File: src/logic/sfr_pkg.sv
// Purpose: shared constants and carriers for the status flag register
// Assumes: 40 MHz core clock, supply readings in millivolts
// Notes:   one flag stage module is reused for every sticky bit
package sfr_pkg;
  localparam int unsigned CLK_HZ         = 40000000;
  localparam int unsigned STAT_W         = 16;
  localparam logic [15:0] STAT_RESET     = 16'h0000;
  localparam int unsigned BIT_LOW_SUPPLY = 0;
  localparam int unsigned BIT_HIGH_SUP   = 1;
  localparam int unsigned BIT_FLASH_ERR  = 2;
  localparam int unsigned BIT_LINK_ERR   = 3;
  localparam int unsigned BIT_SELF_TEST  = 5;
  localparam int unsigned BIT_ALARM1     = 8;
  localparam int unsigned BIT_ALARM2     = 9;
  localparam logic [15:0] USED_MASK      = 16'h032F;
  localparam logic [15:0] CMD_CLEAR_WORD = 16'hBE10;
  localparam int unsigned CMD_CLEAR_BIT  = 4;
  localparam logic [15:0] SUPPLY_HIGH_MV = 16'h0E29;
  localparam logic [15:0] SUPPLY_LOW_MV  = 16'h0B9F;
  localparam logic [15:0] POR_LO_MV      = 16'h092E;
  localparam logic [15:0] POR_HI_MV      = 16'h0A8C;
  localparam int unsigned POR_WINDOW_MS  = 128;
  localparam int unsigned POR_CYCLES     = CLK_HZ / 1000 * POR_WINDOW_MS;
  localparam int unsigned SETTLE_MS      = 1280;
  localparam int unsigned SETTLE_CYCLES  = CLK_HZ / 1000 * SETTLE_MS;

  typedef struct packed {
    logic alarm2;
    logic alarm1;
    logic self_test_err;
    logic link_err;
    logic flash_err;
  } sfr_events_t;

  typedef struct packed {
    logic        cmd_valid;
    logic [15:0] cmd_word;
    logic        stat_read;
  } sfr_host_t;
endpackage : sfr_pkg

File: src/logic/sfr_flag.sv
// Purpose: one sticky status flag
// Assumes: set and clear are single-cycle qualified strobes
// Notes:   set wins over clear in the same cycle
`timescale 1ns/1ps
module sfr_flag (
  // clock and reset
  input  wire logic clk_i,
  input  wire logic rst_n_i,
  // control
  input  wire logic set_i,
  input  wire logic clr_i,
  // state
  output logic      flag_o
);
  typedef struct packed {
    logic flag_q;
  } sfr_flag_st_t;
  sfr_flag_st_t st_q;
  sfr_flag_st_t st_d;

  always_comb begin
    st_d = st_q;
    if (clr_i) begin
      st_d.flag_q = 1'b0;
    end
    if (set_i) begin
      st_d.flag_q = 1'b1;
    end
  end

  always_ff @(posedge clk_i) begin
    if (!rst_n_i) begin
      st_q <= '0;
    end else begin
      st_q <= st_d;
    end
  end

  assign flag_o = st_q.flag_q;
endmodule : sfr_flag

File: src/logic/sfr_status.sv
// Purpose: status flag register with supply monitoring and power-on check
// Assumes: supply reading is a filtered millivolt value, sync to CLOCK_I
// Notes:   all outputs come straight from flip-flops
//
// Contract
// - host reads status, then writes clear word; device zeroes all flags. Code zeroes only the five sticky flags; supply bits 0 and 1 stay live.
// - alarm two shown in bit 9, alarm one in bit 8.
// - self-test error bit 5, link failure bit 3, flash failure bit 2.
// - bit 1 set while supply above high limit, else zero.
// - bit 0 set while supply below low limit, else zero.
// - low-supply bit drops by itself once reading climbs above limit.
// - supply reading settles in about 1.28 s after power-up.
// - force reset if supply fails to cross POR window in 128 ms.
// - command bit 4 set clears every status bit. Code needs the whole word 16'hBE10 and clears only the five sticky flags.
// - reading the status clears the flash failure flag.
`timescale 1ns/1ps
module sfr_status #(
  parameter int unsigned POR_CYC    = sfr_pkg::POR_CYCLES,
  parameter int unsigned SETTLE_CYC = sfr_pkg::SETTLE_CYCLES
) (
  // clock and reset
  input  wire logic                 CLOCK_I,
  input  wire logic                 RST_N_I,
  // event sources
  input  wire sfr_pkg::sfr_events_t EVENTS_I,
  input  wire logic [15:0]          SUPPLY_MV_I,
  // host access
  input  wire sfr_pkg::sfr_host_t   HOST_I,
  // status out
  output logic [15:0]               STATUS_O,
  output logic                      SUPPLY_SETTLED_O,
  output logic                      POR_RESET_O
);
  typedef enum logic [2:0] {
    POR_BELOW = 3'b001,
    POR_RAMP  = 3'b010,
    POR_GOOD  = 3'b100
  } sfr_por_t;

  typedef struct packed {
    logic [15:0] status;
    logic        settled;
    logic        por_rst;
    sfr_por_t    por;
    logic [31:0] por_cnt;
    logic [31:0] settle_cnt;
  } sfr_st_t;

  sfr_st_t st_q;
  sfr_st_t st_d;
  logic    clr_all;
  logic    flash_rd_clr;
  logic    alarm2_f;
  logic    alarm1_f;
  logic    st_f;
  logic    link_f;
  logic    flash_f;
  logic    hi_sup;
  logic    lo_sup;

  // clear word decode
  assign clr_all = HOST_I.cmd_valid && HOST_I.cmd_word[sfr_pkg::CMD_CLEAR_BIT]
                   && HOST_I.cmd_word == sfr_pkg::CMD_CLEAR_WORD;
  assign flash_rd_clr = HOST_I.stat_read;
  assign hi_sup = SUPPLY_MV_I > sfr_pkg::SUPPLY_HIGH_MV;
  assign lo_sup = SUPPLY_MV_I < sfr_pkg::SUPPLY_LOW_MV;

  // sticky flags
  sfr_flag u_alarm2 (.clk_i(CLOCK_I), .rst_n_i(RST_N_I),
    .set_i(EVENTS_I.alarm2), .clr_i(clr_all), .flag_o(alarm2_f));
  sfr_flag u_alarm1 (.clk_i(CLOCK_I), .rst_n_i(RST_N_I),
    .set_i(EVENTS_I.alarm1), .clr_i(clr_all), .flag_o(alarm1_f));
  sfr_flag u_self (.clk_i(CLOCK_I), .rst_n_i(RST_N_I),
    .set_i(EVENTS_I.self_test_err), .clr_i(clr_all), .flag_o(st_f));
  sfr_flag u_link (.clk_i(CLOCK_I), .rst_n_i(RST_N_I),
    .set_i(EVENTS_I.link_err), .clr_i(clr_all), .flag_o(link_f));
  sfr_flag u_flash (.clk_i(CLOCK_I), .rst_n_i(RST_N_I),
    .set_i(EVENTS_I.flash_err), .clr_i(clr_all || flash_rd_clr),
    .flag_o(flash_f));

  always_comb begin
    st_d = st_q;
    // register image, unused bits zero
    st_d.status = 16'h0000;
    st_d.status[sfr_pkg::BIT_ALARM2]     = alarm2_f;
    st_d.status[sfr_pkg::BIT_ALARM1]     = alarm1_f;
    st_d.status[sfr_pkg::BIT_SELF_TEST]  = st_f;
    st_d.status[sfr_pkg::BIT_LINK_ERR]   = link_f;
    st_d.status[sfr_pkg::BIT_FLASH_ERR]  = flash_f;
    st_d.status[sfr_pkg::BIT_HIGH_SUP]   = hi_sup;
    st_d.status[sfr_pkg::BIT_LOW_SUPPLY] = lo_sup;
    // settle timer from power-up
    if (st_q.settle_cnt < SETTLE_CYC) begin
      st_d.settle_cnt = st_q.settle_cnt + 32'h00000001;
    end
    st_d.settled = st_q.settle_cnt >= SETTLE_CYC;
    // power-on window check
    st_d.por_rst = 1'b0;
    case (st_q.por)
      POR_BELOW: begin
        st_d.por_cnt = 32'h00000000;
        if (SUPPLY_MV_I >= sfr_pkg::POR_LO_MV) begin
          st_d.por = POR_RAMP;
        end
      end
      POR_RAMP: begin
        st_d.por_cnt = st_q.por_cnt + 32'h00000001;
        if (SUPPLY_MV_I >= sfr_pkg::POR_HI_MV) begin
          st_d.por = POR_GOOD;
        end else if (SUPPLY_MV_I < sfr_pkg::POR_LO_MV) begin
          st_d.por = POR_BELOW;
        end else if (st_q.por_cnt >= POR_CYC - 1) begin
          st_d.por_rst = 1'b1;
          st_d.por     = POR_BELOW;
        end
      end
      POR_GOOD: begin
        if (SUPPLY_MV_I < sfr_pkg::POR_LO_MV) begin
          st_d.por = POR_BELOW;
        end
      end
      default: begin
        st_d.por = POR_BELOW;
      end
    endcase
  end

  always_ff @(posedge CLOCK_I) begin
    if (!RST_N_I) begin
      st_q.status     <= sfr_pkg::STAT_RESET;
      st_q.settled    <= 1'b0;
      st_q.por_rst    <= 1'b0;
      st_q.por        <= POR_BELOW;
      st_q.por_cnt    <= 32'h00000000;
      st_q.settle_cnt <= 32'h00000000;
    end else begin
      st_q <= st_d;
    end
  end

  assign STATUS_O         = st_q.status;
  assign SUPPLY_SETTLED_O = st_q.settled;
  assign POR_RESET_O      = st_q.por_rst;
endmodule : sfr_status

File: config.mk
export PLATFORM = sky130hd
export DESIGN_NAME = sfr_status
export DESIGN_NICKNAME = d
export VERILOG_FILES = /design/src/logic/sfr_pkg.sv /design/src/logic/sfr_flag.sv /design/src/logic/sfr_status.sv
export SDC_FILE = /design/constraint.sdc
export NUM_CORES = 1
export LEC_CHECK = 0
export BUFFER_PORTS_ARGS = -buffer_cell sky130_fd_sc_hd__buf_2
export CAP_MARGIN = 20
export CORE_AREA = 2 2 84 86
export CTS_CLUSTER_DIAMETER = 200
export DETAILED_ROUTE_END_ITERATION = 16
export DIE_AREA = 0 0 86 88
export PLACE_DENSITY = 0.9
export SLEW_MARGIN = 20
export SYNTH_ARGS = -nofsm -noshare
export SYNTH_HDL_FRONTEND = slang
export SYNTH_SLANG_ARGS = --single-unit
File: constraint.sdc
create_clock -name CLOCK_I -period 4.3 [get_ports CLOCK_I]
set_input_delay 1.29 -clock CLOCK_I [delete_from_list [all_inputs] [get_ports CLOCK_I]]
set_output_delay 1.29 -clock CLOCK_I [all_outputs]
set_load 0.02 [all_outputs]
# == Word-level counts from Yosys, hierarchy flattened ==
# Index checks and enable logic that the tools add are counted.
# op_classes
muxes,14
n_lt_le_gt_ge,8
n_reduce_logical,11
n_addsub,2
bitwise_logic,2
eq_ne,7
# ops
cell,count
$add A32 B1 Y32 const B,2
$pmux W32 S2,1
$ge A16 B12 Y1 const B,2
$ge A32 B23 Y1 const B,1
$ge A32 B26 Y1 const B,1
$lt A16 B12 Y1 const B,2
$lt A32 B26 Y1 const B,1
$eq A16 B16 Y1 const B,1
$gt A16 B12 Y1 const B,1
$mux W3,4
$reduce_bool A2 Y1,6
$pmux W3 S3,1
$mux W1,7
$mux W4,1
$ne A2 B2 Y1 const B,2
$ne A4 B4 Y1 const B,1
$reduce_or A4 Y1,1
$eq A3 B1 Y1 const B,1
$eq A3 B2 Y1 const B,1
$eq A3 B3 Y1 const B,1
$reduce_and A3 Y1,1
$logic_and A1 B1 Y1,2
$not A1 Y1,2
$logic_or A1 B1 Y1,1
# word_totals
out_inout_bits,18
input_bits,41
regBits,90
word_cells,56

# == Longest topological paths before layout ==
# Gate-level depths: netlist of run 1.
# logic_depth
word_depth,5
depth_mapped,7
mapped_depth_nobuf,7

# == By module ==
# From an unflattened synthesis of run 1, not the netlist that was laid out.
# unflattened
hier_cells,476
hier_area_um2,4003.8
# by_module_without_submodules
module,cells_each,seq_area_each_um2,area_per_inst_um2,n_inst
sfr_status,461,1521.5,3797.4,1
sfr_flag,3,20.0,41.3,5

# == Worst setup path after synthesis of run 1 ==
# Ideal clock, no wire load.
# synth_path
path_kind,input port to flip-flop
startpoint,input SUPPLY_MV_I[8]
endpoint,register st_q[64] in the netlist's numbering
setup_time_ns,0.150
cell_stages,6
arrival_time_ns,2.696
t_required_ns,4.150
slack_ns,1.454
n_path_buf,0
cell_sequence,nor2b_1 > nand3b_1 > o311ai_0 > nand3_1 > o31ai_1 > o221ai_1
# synth_between
elab_chain_cells,4
elab_cells_between_ends,10
classes_between,3 x order compare; 3 x eq/ne; 3 x mux; 1 x reduce/logical
# synth_rtl
item,line,source
start: declaration,sfr_status.sv:26,"input wire logic [15:0] SUPPLY_MV_I,"
$lt A16 B12 Y1,"sfr_status.sv:110, sfr_status.sv:118",
$mux W3,sfr_status.sv:110,end else if (SUPPLY_MV_I < sfr_pkg::POR_LO_MV) begin
$mux W3,sfr_status.sv:108,if (SUPPLY_MV_I >= sfr_pkg::POR_HI_MV) begin
$pmux W3 S3,sfr_status.sv:99,case (st_q.por)
end signal: assignment,sfr_status.sv:137,st_q <= st_d;
end: declaration,sfr_status.sv:49,sfr_st_t st_q;
# Several ways; a longest one is shown, not always the timed one.
# A chain may end at the register's enable or synchronous reset.

# == Worst setup path after layout of run 1 ==
# Ends and elaborated chain as after synthesis.

==> metrics, run 1 <==
outcome=completed; H-tree depth=3; Die Ht=88 um; Max Root-Sink Buffers=2; final net count=553; full die area=0.007568 mm2; pre-CTS setup slack=0.9536 ns; setup tns final=0 ns; Post-DRT Antenna Nets=0; TritonRoute pass-1 iters=4; Worst Hold End=STATUS_O[9]; crit path max fanout=5; RSZ-0062 raised after global routing=false; Max Slew Vio Count=0; Setup CP Type=in -> reg; class of the worst hold path=reg -> reg; clock sink count=81; worst setup margin=1.298 ns; Mapped Cells=470; final worst-path cycle share=69.81%; synth unique cells=53; vias in the first global route=3353; ys flop type=dfxtp_1; total grt overflow=0; most frequent cells in the layout=dfxtp_1 (81), nor2_1 (59), buf_2 (49), nand2_1 (44), a21oi_1 (27); Ys Warns=0; number of CTS-inserted buffers=9; Total Wirelength=7991 um; Max-Cap Viols=0; Root Buffer=clkbuf_8; top-area cell type share of the netlist area=41.42%; post-CTS setup buffers=0; P_leak=1.645 nW; GRT busiest layer=met2; minimum clock period=3.002 ns; Die W=86 um; Clk Latency, worst-skew pair=0.35 ns; R2R cell count=6; sequential cell area fraction in the yosys report=41.42%; gpl congestion=0.8853; peak supply drop=0.0003196 V; dominant cell type by area after synthesis=dfxtp_1; normalized max-slew margin=36.96%; first-pass GRT wire length=13770 um; Setup Viol. Count Final=0; Cell Area, Placed=0.004104 mm2; Fin. Hold Viols=0; clock skew=0.008430 ns; f_max=0.3331 GHz; largest net degree at the start of global routing=38; synthesized area per cell=8.330 um2; Rows=30; Reg clk slew, reported paths=0.09 ns; CP required=4.49 ns; I/O Buffers=49; grt met2 use=42.57%; Starting Density=58.93%; CP arrival=3.19 ns; commonest non-fill, non-tap cell in the layout=dfxtp_1; Post-synth EDFFs=0; r2r endpoint=st_q[59]; hold path depth=1; Area contributors post-synth=dfxtp_1 (41%), nor2_1 (5.7%), nand2_1 (4.2%), a21oi_1 (3.5%), nand3_1 (3.3%); r2r startpoint=st_q[65]; # DRC=0; mapped cell area=0.003915 mm2; Avg WL per Cell=13.45 um; Design Area, Final=0.004315 mm2; crit end category=flop; Startpoint Class=input pin; DRT iter0 DRCs=178; routed vias=3471; hold_buf cts=0; share of cells above drive strength 1=16.93%; PostCTS Resize Cnt=0; met3 usage=6.126%; start point of the worst hold path=u_alarm2.flag_o; flops & latches, synth=81; initial antenna violation count=0; met1 Use GR=23.70%; pwr dens=340.8 mW/mm2; antenna cells=0; core area=0.006644 mm2; via-per-instance ratio=5.843; estimated wirelength of the detail-placed design=5630 um; Global Route Usage Sum=22.32%; CTS tree=yes; Area Growth Syn to Fin=10.23%; worst-margin pin slew=0.9338 ns; I/O pins=59; FFs w/ async S/R, synth=0%; FF-to-FF setup slack=1.73 ns
-- stage by stage --
stage	cells	hold slack [ns]	total power, mW	util [%]
finish	594	0.4658	1.471	64.95
global route	594	0.4960	1.535	64.95
CTS	594	0.4687	1.487	64.95
detailed placement	578	0.4444	0.9144	61.77
global placement	578	0.4314	0.9080	61.77
floorplan	478	0.4202	0.8857	-
-- worst max path at each step --
stage                              start       end  slack, ns  cells past startpoint
after CTS                 SUPPLY_MV_I[8]  st_q[64]       1.33                      7
after detailed placement  SUPPLY_MV_I[8]  st_q[64]       0.95                      7
after global placement    SUPPLY_MV_I[8]  st_q[64]       1.17                      7
final                     SUPPLY_MV_I[8]  st_q[64]       1.30                      7
after global routing      SUPPLY_MV_I[8]  st_q[64]       1.07                      7
after floorplan           SUPPLY_MV_I[8]  st_q[64]       1.45                      6
-- power by group --
group	switching, mW	internal (mW)
combinational	0.0825	0.0396
clock	0.282	0.291
sequential	0.0116	0.763
-- worst max-delay path, stage by stage --
cell	delay [ns]
buf_2	0.11
nor2b_1	0.18
nand3b_1	0.09
o311ai_0	0.82
nand3_1	0.20
o31ai_1	0.33
o221ai_1	0.16
-- flip-flops by register name (all words and copies together) (netlist names) --
name and cells:
u_self.flag_o 1, POR_RESET_O 1, u_link.flag_o 1, u_alarm1.flag_o 1
u_flash.flag_o 1, st_q 67, STATUS_O 7, u_alarm2.flag_o 1
SUPPLY_SETTLED_O 1
-- area by class of cell --
type                            instances  area, um2
Sequential cell                        81       1622
Clock buffer                           10      137.6
Inverter                               10      37.54
Clock inverter                          6      73.82
Tap cell                               80      100.1
Timing Repair Buffer                   52      267.8
Multi-Input combinational cell        355       2077
Fill cell                             574       2328
-- logic make-up after synthesis --
logic type	count (synthesis)	synth area share, %
adder cells (fa/ha/maj)	3	0.9589
AO/OA/AOI/OAI	75	12.21
XOR/XNOR	14	3.132
buffers and inverters	42	6.296
other	1	0.09579
AND/OR/NAND/NOR	242	32.60
flip-flops	81	41.42
multiplexers	12	3.292
-- layer usage --
metal / part of all wire [%] / wire length [um]
met1: 41 / 3281
met3: 4.4 / 350
met5: 0 / 0
met4: 1.4 / 113
met2: 53 / 4245
-- cells in the mapped netlist (12+ instances only) --
library cell,count
dfxtp_1,81
nor2_1,59
nand2_1,44
a21oi_1,27
nand3_1,26
nand4_1,20
buf_4,16
nor3_1,15
xnor2_1,14
and2_1,13
o21a_1,12
Power figures use the tool's default switching activity.
==> run 2, diff against run 1 <==
--- a/config.mk
+++ b/config.mk
@@ -7,11 +7,11 @@
 export LEC_CHECK = 0
 export BUFFER_PORTS_ARGS = -buffer_cell sky130_fd_sc_hd__buf_2
 export CAP_MARGIN = 20
-export CORE_AREA = 2 2 84 86
+export CORE_AREA = 2 2 91 93
 export CTS_CLUSTER_DIAMETER = 200
 export DETAILED_ROUTE_END_ITERATION = 16
-export DIE_AREA = 0 0 86 88
-export PLACE_DENSITY = 0.9
+export DIE_AREA = 0 0 93 95
+export PLACE_DENSITY = 0.82
 export SLEW_MARGIN = 20
 export SYNTH_ARGS = -nofsm -noshare
 export SYNTH_HDL_FRONTEND = slang
==> constraint.sdc (replaced) <==
create_clock -name CLOCK_I -period 2.6 [get_ports CLOCK_I]
set_input_delay 0.78 -clock CLOCK_I [delete_from_list [all_inputs] [get_ports CLOCK_I]]
set_output_delay 0.78 -clock CLOCK_I [all_outputs]
set_load 0.02 [all_outputs]
==> metrics, run 2 (synthesized netlist as in run 1, its figures left out) <==
outcome=completed; Startpoint Class=flop; CP endpoint=st_q[58]; P_leak=1.669 nW; R2R cell count=6; Die Ht=95 um; CP Depth=6; worst setup margin=0.3244 ns; commonest non-fill, non-tap cell in the layout=dfxtp_1; CP arrival=2.53 ns; r2r endpoint=st_q[58]; Post-DRT Antenna Nets=0; RSZ-0062 raised after global routing=false; post-CTS setup buffers=0; Worst path max stage delay=0.51 ns; Setup Viol. Count Final=0; Die W=93 um; Cell Chain, Critical Path=or3b_1 -> nor3_4 -> nand4_2 -> or3_1 -> and3_1 -> o21a_1; PostCTS Resize Cnt=0; pre-CTS setup slack=0.1428 ns; Avg WL per Cell=12.31 um; gpl congestion=0.8802; Max-Cap Viols=0; routed vias=3439; Clk Latency, worst-skew pair=0.35 ns; final net count=563; antenna cells=0; TritonRoute pass-1 iters=4; vias in the first global route=3141; DRT iter0 DRCs=191; minimum clock period=2.276 ns; Setup CP Type=reg -> reg; WHS=0.4547 ns; Area Growth Syn to Fin=12.11%; total grt overflow=0; # DRC=0; Largest register FFs=67; Max Root-Sink Buffers=2; FF-to-FF setup slack=0.32 ns; Worst path slowest cell=or3b_1; largest net degree at the start of global routing=34; full die area=0.008835 mm2; core area=0.007928 mm2; CP startpoint=st_q[64]; most frequent cells in the layout=dfxtp_1 (81), nor2_1 (59), buf_2 (49), nand2_1 (44), a21oi_1 (27); final core occ=55.37%; r2r startpoint=st_q[64]; crit path max fanout=7; crit end category=flop; peak supply drop=0.0004192 V; final worst-path cycle share=87.52%; CTS tree=yes; estimated wirelength of the detail-placed design=5585 um; Cell Area, Placed=0.004210 mm2; CP top delay family=simple AND/OR/NAND/NOR gates; Global Route Usage Sum=18.63%; Root Buffer=clkbuf_8; met1 Use GR=23.00%; initial antenna violation count=0; grt met2 use=31.88%; Total Wirelength=7745 um; largest reg by FF count=st_q; number of CTS-inserted buffers=9; pwr dens=529.7 mW/mm2; via-per-instance ratio=5.467; hold_buf cts=0; setup tns final=0 ns; I/O pins=59; CP required=2.85 ns; first-pass GRT wire length=13410 um; WP buf/inv=0; Fin. Hold Viols=0; GRT busiest layer=met2; number of fill cells=733; worst-margin pin slew=0.4692 ns; normalized max-slew margin=67.91%; f_max=0.4395 GHz; Max Slew Vio Count=0; Reg clk slew, reported paths=0.08 ns; clock sink count=81; Starting Density=49.38%; Design Area, Final=0.004389 mm2; H-tree depth=3; clock skew=0.01388 ns; I/O Buffers=49; class of the worst hold path=reg -> reg; met3 usage=4.868%; share of cells above drive strength 1=18.51%; Rows=33
[run 2: how the worst min path moves through the flow]
stage	cells past startpoint	slack, ns	startpoint	to
finish	1	0.45	u_link.flag_o	STATUS_O[3]
global route	1	0.49	st_q[27]	st_q[27]
CTS	1	0.46	u_link.flag_o	STATUS_O[3]
detailed placement	1	0.44	u_link.flag_o	STATUS_O[3]
global placement	2	0.43	st_q[25]	st_q[25]
floorplan	2	0.42	st_q[25]	st_q[25]
[run 2: area by class of cell]
type	count	area [um2]	area share, %
clock buffers	9	123.9	2.822
clock inverters	7	55.05	1.254
inverters	10	37.54	0.8552
multi-input cells	355	2077	47.32
flip-flops and latches	81	1622	36.94
well taps	105	131.4	2.993
repair buffers	62	342.8	7.811
[run 2: worst reg2reg max path, delay by kind of cell, from the launching register on]
family	cells	cell delay, ns
simple gates	5	1.62
flops	1	0.38
compound gates	1	0.18
[run 2: stage by stage]
| step | power [mW] | cells |
|---|---|---|
| detailed placement | 1.530 | 613 |
| global placement | 1.520 | 613 |
| finish | 2.325 | 629 |
| floorplan | 1.465 | 478 |
| CTS | 2.353 | 629 |
| global route | 2.436 | 629 |
[run 2: report_power, final]
| part | internal, mW | total, mW | switching, mW | leakage [nW] |
|---|---|---|---|---|
| Combinational | 0.0760 | 0.220 | 0.144 | 0.927 |
| Sequential | 1.26 | 1.28 | 0.0192 | 0.657 |
| Clock | 0.352 | 0.824 | 0.471 | 0.0858 |
[run 2: metal layers]
metal / vias up / wire length [um]
met5: - / 0
met4: 0 / 95
met3: 8 / 355
met2: 67 / 3629
met1: 1615 / 3664
li1: 1749 / -
